**config.mk**
```make
export PLATFORM = sky130hd
export DESIGN_NAME = mba_device_flat
export DESIGN_NICKNAME = d
export VERILOG_FILES = /design/src/mba_pkg.sv /design/src/mba_if.sv /design/src/mba_device.sv /design/src/flat_wrapper.sv
export SDC_FILE = /design/constraint.sdc
export NUM_CORES = 1
export LEC_CHECK = 0
export ABC_CLOCK_PERIOD_IN_PS = 3260
export BUFFER_PORTS_ARGS = -buffer_cell sky130_fd_sc_hd__buf_2
export CELL_PAD_IN_SITES_DETAIL_PLACEMENT = 0
export CELL_PAD_IN_SITES_GLOBAL_PLACEMENT = 1
export CORE_ASPECT_RATIO = 0.9
export CORE_MARGIN = 5
export CORE_UTILIZATION = 39
export DETAILED_ROUTE_END_ITERATION = 16
export GPL_ROUTABILITY_DRIVEN = 0
export PLACE_DENSITY = 0.95
export SLEW_MARGIN = 15
export SYNTH_ARGS = -nofsm -noshare
export SYNTH_HDL_FRONTEND = slang
export SYNTH_SLANG_ARGS = --single-unit
export TNS_END_PERCENT = 5
```
**constraint.sdc**
```tcl
create_clock -name pclk -period 3.26 [get_ports pclk]
set_input_delay 0.326 -clock pclk [delete_from_list [all_inputs] [get_ports pclk]]
set_output_delay 0.326 -clock pclk [all_outputs]
set_load 0.005 [all_outputs]
```
**src/mba_pkg.sv**
```systemverilog
package mba_pkg;

    // Operation codes carried from the requester to the bank logic.
    typedef enum logic [3:0] {
        OP_DIR       = 4'b0000, // mem and mem.bit direct forms.
        OP_HL        = 4'b0001,
        OP_HL_INC    = 4'b0010,
        OP_HL_DEC    = 4'b0011,
        OP_DE        = 4'b0100,
        OP_DL        = 4'b0101,
        OP_FMEM      = 4'b0110,
        OP_PMEM      = 4'b0111,
        OP_HREL      = 4'b1000,
        OP_STACK     = 4'b1001,
        OP_SET_EN    = 4'b1010,
        OP_CLR_EN    = 4'b1011,
        OP_SEL_BANK  = 4'b1100,
        OP_SEL_STACK = 4'b1101,
        OP_CALL      = 4'b1110,
        OP_RET       = 4'b1111
    } mba_op_t;

    // Address map of the data space.
    localparam logic [11:0] RAM_LAST   = 12'h03ff;
    localparam logic [11:0] PER_FIRST  = 12'h0f80;
    localparam logic [3:0]  BANK_PER   = 4'hf;
    localparam logic [3:0]  BANK_RAM_0 = 4'h0;
    localparam logic [3:0]  BANK_RAM_3 = 4'h3;
    localparam logic [7:0]  DIR_HIGH   = 8'h80;

    // Reset values of the bank state.
    localparam logic        RST_ENABLE = 1'b0;
    localparam logic [3:0]  RST_BANK   = 4'h0;
    localparam logic [1:0]  RST_STACK  = 2'h0;
    localparam int          SAVE_DEPTH = 8;

    // Controller register offsets on APB.
    localparam logic [11:0] OFF_CMD    = 12'h000;
    localparam logic [11:0] OFF_INDEX  = 12'h004;
    localparam logic [11:0] OFF_STATUS = 12'h008;

    // Command register fields.
    localparam int CMD_OP_LSB  = 0;
    localparam int CMD_WIDE    = 4;
    localparam int CMD_BIT_LSB = 5;
    localparam int CMD_OPD_LSB = 8;

    // Index register fields.
    localparam int IDX_H_LSB  = 0;
    localparam int IDX_L_LSB  = 4;
    localparam int IDX_D_LSB  = 8;
    localparam int IDX_E_LSB  = 12;
    localparam int IDX_SP_LSB = 16;

    // Status register fields.
    localparam int ST_ADDR_LSB = 0;
    localparam int ST_BIT_LSB  = 12;
    localparam int ST_RAM      = 14;
    localparam int ST_PER      = 15;
    localparam int ST_FAULT    = 16;
    localparam int ST_BUSY     = 17;
    localparam int ST_FLAG     = 18;
    localparam int ST_BANK_LSB = 20;

endpackage

```
**src/mba_if.sv**
```systemverilog
`timescale 1ns/1ps
interface mba_if;

    // Request from the decoder side.
    logic                req;
    mba_pkg::mba_op_t    op;
    logic                wide;
    logic [7:0]          operand;
    logic [1:0]          bitsel;
    logic [3:0]          reg_h;
    logic [3:0]          reg_l;
    logic [3:0]          reg_d;
    logic [3:0]          reg_e;
    logic [7:0]          sp;

    // Answer from the bank logic.
    logic                ack;
    logic [11:0]         addr;
    logic [1:0]          bit_num;
    logic                ram_sel;
    logic                per_sel;
    logic                fault;
    logic                flag;
    logic [3:0]          bank;

    modport dev (
        input  req, op, wide, operand, bitsel, reg_h, reg_l, reg_d, reg_e, sp,
        output ack, addr, bit_num, ram_sel, per_sel, fault, flag, bank
    );

    modport host (
        output req, op, wide, operand, bitsel, reg_h, reg_l, reg_d, reg_e, sp,
        input  ack, addr, bit_num, ram_sel, per_sel, fault, flag, bank
    );

endinterface

```
**src/mba_device.sv**
```systemverilog
`timescale 1ns/1ps
// Overview of operation
// - Address is bank nibble over eight-bit low byte.
// - 000H-3FFH is RAM, F80H-FFFH peripherals.
// - Bank select holds only 0-3 or 15.
// - Enable flag saved on call, restored on return.
// - Direct forms: flag 0 splits banks 0/15.
// - Requester gives even operand for byte access.
// - Primary pair indirect uses flag AND select.
// - Requester keeps L even for byte access.
// - Secondary and mixed pairs always bank 0.
// - Fixed bit area: FB0H-FBFH and FF0H-FFFH only.
// - Port bit area: operand, L[3:2], bit L[1:0].
// - H-relative bits: bank, H, operand low nibble.
// - Stack uses pointer in stack bank 0-3.
// - Software normally keeps enable flag set.
// - Flag set/cleared singly; select loaded by command.
module mba_device #(
    parameter int SAVE_DEPTH = mba_pkg::SAVE_DEPTH
) (
    // Clock and reset.
    input  wire logic        pclk,
    input  wire logic        presetn,
    // Link from the decoder side.
    mba_if.dev               link,
    // Memory side.
    output logic             mem_strobe,
    output logic [11:0]      mem_addr,
    output logic [1:0]       mem_bit,
    output logic             mem_wide,
    output logic             ram_cs,
    output logic             per_cs,
    // Bank state for observation.
    output logic             bank_enable_flag,
    output logic [3:0]       bank_select_value,
    output logic [1:0]       stack_bank_select
);

    // The save stack needs room to shift in and out.
    if (SAVE_DEPTH < 2) begin : g_depth_check
        $error("SAVE_DEPTH must be at least 2");
    end

    typedef struct packed {
        logic                  flag;
        logic [3:0]            bank;
        logic [1:0]            sbank;
        logic [SAVE_DEPTH-1:0] saved;
        logic                  ack;
        logic                  strobe;
        logic [11:0]           addr;
        logic [1:0]            bit_num;
        logic                  wide;
        logic                  ram;
        logic                  per;
        logic                  fault;
    } mba_dev_state_t;

    mba_dev_state_t st_reg;
    mba_dev_state_t st_next;

    // Bank used by the primary-pair indirect and H-relative forms.
    function automatic logic [3:0] effective_bank(input logic flag, input logic [3:0] sel);
        effective_bank = sel & {4{flag}};
    endfunction

    // Bank used by the direct forms.
    function automatic logic [3:0] direct_bank(input logic flag, input logic [3:0] sel,
                                               input logic [7:0] opd);
        if (flag) begin
            direct_bank = sel;
        end else if (opd >= mba_pkg::DIR_HIGH) begin
            direct_bank = mba_pkg::BANK_PER;
        end else begin
            direct_bank = mba_pkg::BANK_RAM_0;
        end
    endfunction

    // Legal values of the bank select.
    function automatic logic bank_legal(input logic [3:0] v);
        bank_legal = (v <= mba_pkg::BANK_RAM_3) || (v == mba_pkg::BANK_PER);
    endfunction

    // Next state of the bank logic.
    always_comb begin
        st_next        = st_reg;
        st_next.ack    = 1'b0;
        st_next.strobe = 1'b0;
        if (link.req) begin
            st_next.ack     = 1'b1;
            st_next.wide    = link.wide;
            st_next.bit_num = link.bitsel;
            st_next.fault   = 1'b0;
            case (link.op)
                mba_pkg::OP_DIR: begin
                    st_next.addr  = {direct_bank(st_reg.flag, st_reg.bank, link.operand),
                                     link.operand};
                    st_next.fault = link.wide & link.operand[0];
                end
                mba_pkg::OP_HL, mba_pkg::OP_HL_INC, mba_pkg::OP_HL_DEC: begin
                    st_next.addr  = {effective_bank(st_reg.flag, st_reg.bank),
                                     link.reg_h, link.reg_l};
                    st_next.fault = link.wide & link.reg_l[0];
                end
                mba_pkg::OP_DE: begin
                    st_next.addr = {mba_pkg::BANK_RAM_0, link.reg_d, link.reg_e};
                end
                mba_pkg::OP_DL: begin
                    st_next.addr = {mba_pkg::BANK_RAM_0, link.reg_d, link.reg_l};
                end
                mba_pkg::OP_FMEM: begin
                    // Only the two sixteen-nibble windows can be formed.
                    st_next.addr = {mba_pkg::BANK_PER, 1'b1, link.operand[6], 2'b11,
                                    link.operand[3:0]};
                end
                mba_pkg::OP_PMEM: begin
                    // The top two operand bits are forced to stay in FC0H-FFFH.
                    st_next.addr    = {mba_pkg::BANK_PER, 2'b11, link.operand[5:2],
                                       link.reg_l[3:2]};
                    st_next.bit_num = link.reg_l[1:0];
                end
                mba_pkg::OP_HREL: begin
                    st_next.addr = {effective_bank(st_reg.flag, st_reg.bank), link.reg_h,
                                    link.operand[3:0]};
                end
                mba_pkg::OP_STACK: begin
                    st_next.addr = {2'b00, st_reg.sbank, link.sp};
                end
                mba_pkg::OP_SET_EN: begin
                    st_next.flag = 1'b1;
                end
                mba_pkg::OP_CLR_EN: begin
                    st_next.flag = 1'b0;
                end
                mba_pkg::OP_SEL_BANK: begin
                    // An illegal value leaves the select unchanged and reports a fault.
                    if (bank_legal(link.operand[3:0])) begin
                        st_next.bank = link.operand[3:0];
                    end else begin
                        st_next.fault = 1'b1;
                    end
                end
                mba_pkg::OP_SEL_STACK: begin
                    // Only banks 0 to 3 fit the two-bit stack bank select.
                    st_next.sbank = link.operand[1:0];
                    st_next.fault = |link.operand[3:2];
                end
                mba_pkg::OP_CALL: begin
                    st_next.saved = {st_reg.saved[SAVE_DEPTH-2:0], st_reg.flag};
                end
                mba_pkg::OP_RET: begin
                    st_next.flag  = st_reg.saved[0];
                    st_next.saved = {1'b0, st_reg.saved[SAVE_DEPTH-1:1]};
                end
                default: begin
                    st_next.fault = 1'b1;
                end
            endcase
            // Decode of the data space; the gap between the two areas is unmapped.
            st_next.ram = st_next.addr <= mba_pkg::RAM_LAST;
            st_next.per = st_next.addr >= mba_pkg::PER_FIRST;
            if (link.op >= mba_pkg::OP_SET_EN) begin
                st_next.ram = 1'b0;
                st_next.per = 1'b0;
            end
            // Faulted or unmapped accesses are not strobed.
            st_next.strobe = ~st_next.fault & (st_next.ram | st_next.per);
        end
    end

    // State register.
    always_ff @(posedge pclk or negedge presetn) begin
        if (!presetn) begin
            st_reg       <= '0;
            st_reg.flag  <= mba_pkg::RST_ENABLE;
            st_reg.bank  <= mba_pkg::RST_BANK;
            st_reg.sbank <= mba_pkg::RST_STACK;
        end else begin
            st_reg <= st_next;
        end
    end

    // Link answer straight from the state flops.
    assign link.ack     = st_reg.ack;
    assign link.addr    = st_reg.addr;
    assign link.bit_num = st_reg.bit_num;
    assign link.ram_sel = st_reg.ram;
    assign link.per_sel = st_reg.per;
    assign link.fault   = st_reg.fault;
    assign link.flag    = st_reg.flag;
    assign link.bank    = st_reg.bank;

    // Memory side straight from the state flops.
    assign mem_strobe        = st_reg.strobe;
    assign mem_addr          = st_reg.addr;
    assign mem_bit           = st_reg.bit_num;
    assign mem_wide          = st_reg.wide;
    assign ram_cs            = st_reg.ram;
    assign per_cs            = st_reg.per;
    assign bank_enable_flag  = st_reg.flag;
    assign bank_select_value = st_reg.bank;
    assign stack_bank_select = st_reg.sbank;

endmodule

```
**src/flat_wrapper.sv**
```systemverilog
// flat-port wrapper written by rule: the top's interface ports become plain ports
module mba_device_flat 
#(
    parameter int SAVE_DEPTH = mba_pkg::SAVE_DEPTH
)
  (pclk, presetn, mem_strobe, mem_addr, mem_bit, mem_wide, ram_cs, per_cs, bank_enable_flag, bank_select_value, stack_bank_select, link_req, link_op, link_wide, link_operand, link_bitsel, link_reg_h, link_reg_l, link_reg_d, link_reg_e, link_sp, link_ack, link_addr, link_bit_num, link_ram_sel, link_per_sel, link_fault, link_flag, link_bank);
  mba_if link_i ();
  input  wire logic pclk;
  input  wire logic presetn;
  output logic mem_strobe;
  output logic [11:0] mem_addr;
  output logic [1:0] mem_bit;
  output logic mem_wide;
  output logic ram_cs;
  output logic per_cs;
  output logic bank_enable_flag;
  output logic [3:0] bank_select_value;
  output logic [1:0] stack_bank_select;
  input wire logic [$bits(link_i.req)-1:0] link_req;
  input wire logic [$bits(link_i.op)-1:0] link_op;
  input wire logic [$bits(link_i.wide)-1:0] link_wide;
  input wire logic [$bits(link_i.operand)-1:0] link_operand;
  input wire logic [$bits(link_i.bitsel)-1:0] link_bitsel;
  input wire logic [$bits(link_i.reg_h)-1:0] link_reg_h;
  input wire logic [$bits(link_i.reg_l)-1:0] link_reg_l;
  input wire logic [$bits(link_i.reg_d)-1:0] link_reg_d;
  input wire logic [$bits(link_i.reg_e)-1:0] link_reg_e;
  input wire logic [$bits(link_i.sp)-1:0] link_sp;
  output wire logic [$bits(link_i.ack)-1:0] link_ack;
  output wire logic [$bits(link_i.addr)-1:0] link_addr;
  output wire logic [$bits(link_i.bit_num)-1:0] link_bit_num;
  output wire logic [$bits(link_i.ram_sel)-1:0] link_ram_sel;
  output wire logic [$bits(link_i.per_sel)-1:0] link_per_sel;
  output wire logic [$bits(link_i.fault)-1:0] link_fault;
  output wire logic [$bits(link_i.flag)-1:0] link_flag;
  output wire logic [$bits(link_i.bank)-1:0] link_bank;
  assign link_i.req = link_req;
  assign link_i.op = link_op;
  assign link_i.wide = link_wide;
  assign link_i.operand = link_operand;
  assign link_i.bitsel = link_bitsel;
  assign link_i.reg_h = link_reg_h;
  assign link_i.reg_l = link_reg_l;
  assign link_i.reg_d = link_reg_d;
  assign link_i.reg_e = link_reg_e;
  assign link_i.sp = link_sp;
  assign link_ack = link_i.ack;
  assign link_addr = link_i.addr;
  assign link_bit_num = link_i.bit_num;
  assign link_ram_sel = link_i.ram_sel;
  assign link_per_sel = link_i.per_sel;
  assign link_fault = link_i.fault;
  assign link_flag = link_i.flag;
  assign link_bank = link_i.bank;
  mba_device #(.SAVE_DEPTH(SAVE_DEPTH)) u_core (.pclk(pclk), .presetn(presetn), .link(link_i), .mem_strobe(mem_strobe), .mem_addr(mem_addr), .mem_bit(mem_bit), .mem_wide(mem_wide), .ram_cs(ram_cs), .per_cs(per_cs), .bank_enable_flag(bank_enable_flag), .bank_select_value(bank_select_value), .stack_bank_select(stack_bank_select));
endmodule
```
==> results of run 1 <==
critical path: stages:
cell,delay (ns)
buf_2,0.41
clkinv_1,0.39
o32a_1,0.42
o22a_1,0.18
o32a_1,0.32
cell usage in the layout (no fill, tap or decap), drive strengths merged, types with 6 or more instances in the layout:
cell type	synthesis	final
buf	53	89
dfrtp	35	35
nand2	29	29
o21ai	27	27
nor2	22	22
a21oi	15	15
mux2i	15	15
nor2b	9	9
nor3	8	8
clkbuf	6	8
a31oi	7	7
inv	6	6
final timing paths:
kind	startpoint	endpoint	slack (ns)	cells past startpoint
worst max-delay path	link_op[1]	u_core.link.addr[5]	1.39	5
worst min-delay path	presetn	u_core.link.addr[6]	0.11	1
worst max register to register	u_core.bank_enable_flag	u_core.link.per_sel	1.66	5
worst min register to register	u_core.st_reg[27]	u_core.st_reg[27]	0.49	2
max in group asynchronous	presetn	u_core.bank_select_value[2]	2.63	1
min in group pclk	link_wide	u_core.mem_wide	0.31	2
per-stage QoR:
| step | worst slack [ns] | area [sq um] | instances | util | hold WS, ns |
|---|---|---|---|---|---|
| after floorplan | 1.65 | 2500 | 296 | - | 0.0304 |
| after global placement | 1.14 | 2660 | 413 | 0.429 | 0.453 |
| after detailed placement | 1.10 | 2660 | 413 | 0.429 | 0.458 |
| after CTS | 1.41 | 2760 | 421 | 0.446 | 0.145 |
| after global routing | 1.27 | 2760 | 421 | 0.446 | 0.186 |
| final | 1.39 | 2760 | 421 | 0.446 | 0.115 |
routing by layer:
layer  track usage  wire [microns]
met1         0.231            2890
met2         0.253            2840
met3        0.0404             758
met4        0.0525             113
met5             0               0
logic make-up after synthesis:
group | after synthesis | share of synthesized area
AND/OR/NAND/NOR | 89 | 0.172
AO/OA/AOI/OAI | 85 | 0.225
XOR/XNOR | 1 | 0.00351
buffers and inverters | 67 | 0.171
multiplexers | 19 | 0.0782
flip-flops | 35 | 0.351
power by group:
group | total, W | internal [W] | switching, W
combinational | 0.000315 | 0.000149 | 0.000166
sequential | 0.000544 | 0.000494 | 0.0000504
clock | 0.000347 | 0.000193 | 0.000154
layout make-up:
| cell class | instances | area (sq um) | share of cell area |
|---|---|---|---|
| repair buffers | 89 | 445 | 0.162 |
| clock buffers | 8 | 100 | 0.0363 |
| inverters | 8 | 30.0 | 0.0109 |
| multi-input cells | 194 | 1190 | 0.434 |
| well taps | 87 | 109 | 0.0395 |
| flip-flops and latches | 35 | 876 | 0.318 |
==> key figures, run 1 <==
Drt
  • DR WL/cell: ~16 microns
  • Routed wire length: 6.60 mm
  • Via count: 2277
  • Vias/cell: around 5.4
  • DR DRC count: 0
  • Iter 0 DRT Violations: ~180
  • Detail Route Antenna Nets: 0
  • Drt pass-1 iters: 4

Floorplanning
  • Die width: 94.4 microns
  • # rows: 27
  • I/O pin count: 90
  • DIE AREA: between 0.008 and 0.009 sq mm
  • Initial Util: 0.404
  • Core ar.: around 0.006 sq mm
  • Die H: roughly 86 microns

Finish
  • Area growth syn-to-layout: 10.3%
  • Layout cells sized above 1: 0.308
  • # diodes: 0
  • Final nets: around 380
  • Largest register FFs: 12
  • Fill cells: roughly 620

Worst setup path
  • Worst EP required: approximately 3.4 ns
  • Crit path kind: input port to register
  • Critical Path AT: between 2 and 2.5 ns
  • Worst Setup Start Kind: input port
  • Crit-path max FO: 29
  • Critical Path End Type: register

Clock network
  • CTS Hold Bufs: 0
  • CTS Buf Count: 5
  • Reg clk slew, reported paths: 0.08 ns
  • Sink Count: 35
  • Clock tree buffer depth: 2
  • Resized cells post-CTS: 0
  • CTS Root Cell: clkbuf_8
  • Worst skew pair latency: between 0.2 and 0.3 ns
  • Setup Buffers After CTS: 0
  • CTS tree: built
  • Htree depth: 2

STA
  • Final-report hold violation count: 0
  • Total Neg Setup Slack: 0 ns
  • Max Slew Vio Count: 0
  • # setup viols final: 0
  • Rel. slew slack: 0.466
  • Clk_skew: 0.0122 ns
  • Min Tclk post-route: between 1.5 and 2 ns
  • RSZ-0062 raised after global routing: no
  • Worst-margin pin slew: approximately 0.8 ns
  • F_max: approximately 530 MHz
  • Fin crit share: 0.574

Logic synthesis
  • Warnings, synthesis: 0
  • Syn_area_per_cell: around 8.4 sq um
  • Number of enable flip-flop cells after synthesis: 0
  • Synth Flop Type: dfrtp_1
  • #FFs+latches synth: 35
  • Yosys cell types: 45
  • Leading cell type by number of instances after synthesis: buf_4
  • Share of async-settable or async-resettable flops after synthesis: 1.00
  • Post-Synthesis Cells: 296
  • Synth top area share: 0.351
  • Syn Std Cell Area: around 0.0025 sq mm
  • Yosys top cell by area: dfrtp_1
  • Synth top cells by count: 41 x buf_4, 35 x dfrtp_1, 29 x nand2_1, 27 x o21ai_0, 22 x nor2_1
  • Sequential share of the synthesized area: 0.351
  • Syn nets: about 340
  • Synth top area cells: dfrtp_1 35%, buf_4 12%, mux2i_1 6.0%

Placed design
  • Dpl hpwl: slightly below 5 mm
  • I/O Buffers: 89

GRT
  • GRT Residual Overflow: 0
  • Initial antenna violation count: 0
  • Gr usage total: 0.166
  • Largest net degree at the start of global routing: 36
  • Global-route wire length before repair: 10.7 mm
  • Number of global-route vias before repair: between 2000 and 2500

Status
  • Status: completed

Power and ir drop
  • Total Power: roughly 0.0012 W
  • Leak Pwr: around 1.3 nW
  • PwrDens: approximately 440 mW/mm^2
  • Max VDD drop: roughly 0.00013 V

Worst hold path
  • Hold Path Class: input port to asynchronous set/reset pin

Flow run
  • Max_cap viols: 0
Note: power is estimated with default switching activity, not from simulation.
==> inputs of run 2 (changes only) <==
- ABC_CLOCK_PERIOD_IN_PS: 3260 -> 1700
- CORE_UTILIZATION: 39 -> 33
- PLACE_DENSITY: 0.95 -> 0.87
- clock period: 3.26 -> 1.7 ns (I/O delays scaled with it)
==> key figures, run 2 (same netlist as run 1, synthesis figures left out) <==
Worst setup path
  • Worst Setup Start Kind: register
  • Crit path kind: register to register
  • Worst EP required: 1.86 ns (-1.58 ns)
  • Critical Path AT: 1.76 ns (-0.29 ns)
  • Crit-path max FO: 10 (-66%)
  • Critical Path End Type: register

Placed design
  • I/O Buffers: 89 (unchanged)
  • Pre-CTS WS: 0.00136 ns (-1.10 ns)
  • Placed Instance Area: 0.00279 sq mm (+4.9%)
  • Dpl hpwl: 5.49 mm (+12%)

Status
  • Status: completed

STA
  • Clk_skew: 0.00337 ns (-0.00879 ns)
  • Rel. slew slack: 0.626 (+0.160)
  • Hold_ws: 0.178 ns (+0.0628 ns)
  • Fin crit share: 0.942
  • Max Slew Vio Count: 0 (unchanged)
  • RSZ-0062 raised after global routing: no
  • Final worst slack: 0.0990 ns (-1.29 ns)
  • Total Neg Setup Slack: 0 ns (unchanged)
  • Min Tclk post-route: around 1.6 ns
  • F_max: ~620 MHz
  • # setup viols final: 0 (unchanged)
  • Final-report hold violation count: 0 (unchanged)
  • Worst-margin pin slew: 0.560 ns (-0.241 ns)

Clock network
  • CTS Buf Count: 5 (unchanged)
  • CTS tree: built
  • Clock tree buffer depth: 2 (unchanged)
  • Reg clk slew, reported paths: 0.07 ns (about the same)
  • CTS Hold Bufs: 1 (+1)
  • Resized cells post-CTS: 0 (unchanged)
  • Sink Count: 35 (unchanged)
  • CTS Root Cell: clkbuf_8
  • Worst skew pair latency: 0.29 ns (about the same)
  • Htree depth: 2 (unchanged)
  • Setup Buffers After CTS: 0 (unchanged)

Finish
  • Largest register FFs: 12 (unchanged)
  • Layout cells sized above 1: 0.339 (+0.0306)
  • Commonest non-fill, non-tap cell in the layout: buf_2
  • Storage cell area: 876 sq um (unchanged)
  • Most frequent cells in the layout: 89 x buf_2, 35 x dfrtp_1, 29 x nand2_1
  • # diodes: 0 (unchanged)
  • Area growth syn-to-layout: 15.4%
  • Final nets: 392 (+4.5%)
  • Final Instance Area: 0.00288 sq mm (+4.6%)
  • Utilization after layout: 0.386 (-0.0599)
  • Fill cells: 757 (+22%)
  • Area of the multi-input gates: 0.00119 sq mm (unchanged)

Power and ir drop
  • Max VDD drop: 0.000323 V (+150%)
  • PwrDens: 792 mW/mm^2 (+81%)
  • Leak Pwr: 1.38 nW (+5.3%)

Floorplanning
  • Die H: 92.5 microns (+7.7%)
  • Initial Util: 0.334 (-0.0696)
  • Core ar.: 0.00747 sq mm (+21%)
  • # rows: 30 (+11%)
  • DIE AREA: 0.00941 sq mm (+16%)
  • Die width: 102 microns (+7.8%)
  • I/O pin count: 90 (unchanged)

Drt
  • Via count: 2344 (+2.9%)
  • DR DRC count: 0 (unchanged)
  • Routed wire length: 7.13 mm (+8.0%)
  • Iter 0 DRT Violations: 186 (+4.5%)
  • Drt pass-1 iters: 5 (+1)
  • DR WL/cell: 16.0 microns (+1.7%)
  • Detail Route Antenna Nets: 0 (unchanged)
  • Vias/cell: 5.24 (-3.0%)

GRT
  • Number of global-route vias before repair: 2250 (+4.6%)
  • Initial antenna violation count: 0 (unchanged)
  • Gr usage total: 0.151 (-0.0148)
  • Global-route wire length before repair: 11.1 mm (+3.7%)
  • GRT Residual Overflow: 0 (unchanged)
  • Largest net degree at the start of global routing: 36 (unchanged)

Flow run
  • Max_cap viols: 0 (unchanged)

Worst hold path
  • Hold Path Class: input port to register
## run 2: layout make-up
type,instances,area share
inverters,8,0.0104
flip-flops and latches,35,0.304
repair buffers,106,0.200
multi-input cells,194,0.415
clock inverters,2,0.00434
clock buffers,6,0.0252
well taps,96,0.0417
## run 2: worst paths after layout
kind | depth (start not counted) | endpoint | from | slack, ns
worst max-delay path | 5 | u_core.link.per_sel | u_core.bank_enable_flag | 0.1
worst min-delay path | 2 | u_core.mem_wide | link_wide | 0.18
worst max register to register | 5 | u_core.link.per_sel | u_core.bank_enable_flag | 0.1
worst min register to register | 2 | u_core.st_reg[27] | u_core.st_reg[27] | 0.50
max in group asynchronous | 3 | u_core.link.addr[4] | presetn | 0.93
min in group asynchronous | 3 | u_core.link.fault | presetn | 0.45
## run 2: layer usage
layer,vias up,wire [microns],global-route usage
met1,1087,3010,0.199
met4,0,153,0.0576
met2,116,3330,0.244
met5,-,0,0
met3,19,639,0.0264
li1,1122,-,-
## run 2: where the power goes
group,switching (W),leakage (nW),internal (W)
Combinational,0.000326,0.929,0.000311
Clock,0.000314,0.0412,0.000286
Sequential,0.0000988,0.413,0.000947
## run 2: critical path, stage by stage, from the launching register on
cell and delay (ns):
dfrtp_1 0.49, nor2b_1 0.20, a32oi_1 0.32, a211oi_1 0.09, o211ai_1 0.24, o21ai_0 0.13
## run 2: metrics by stage
stage | std cells | power [W]
after floorplan | 296 | 0.00155
after global placement | 438 | 0.00169
after detailed placement | 438 | 0.00170
after CTS | 447 | 0.00230
after global routing | 447 | 0.00243
final | 447 | 0.00228
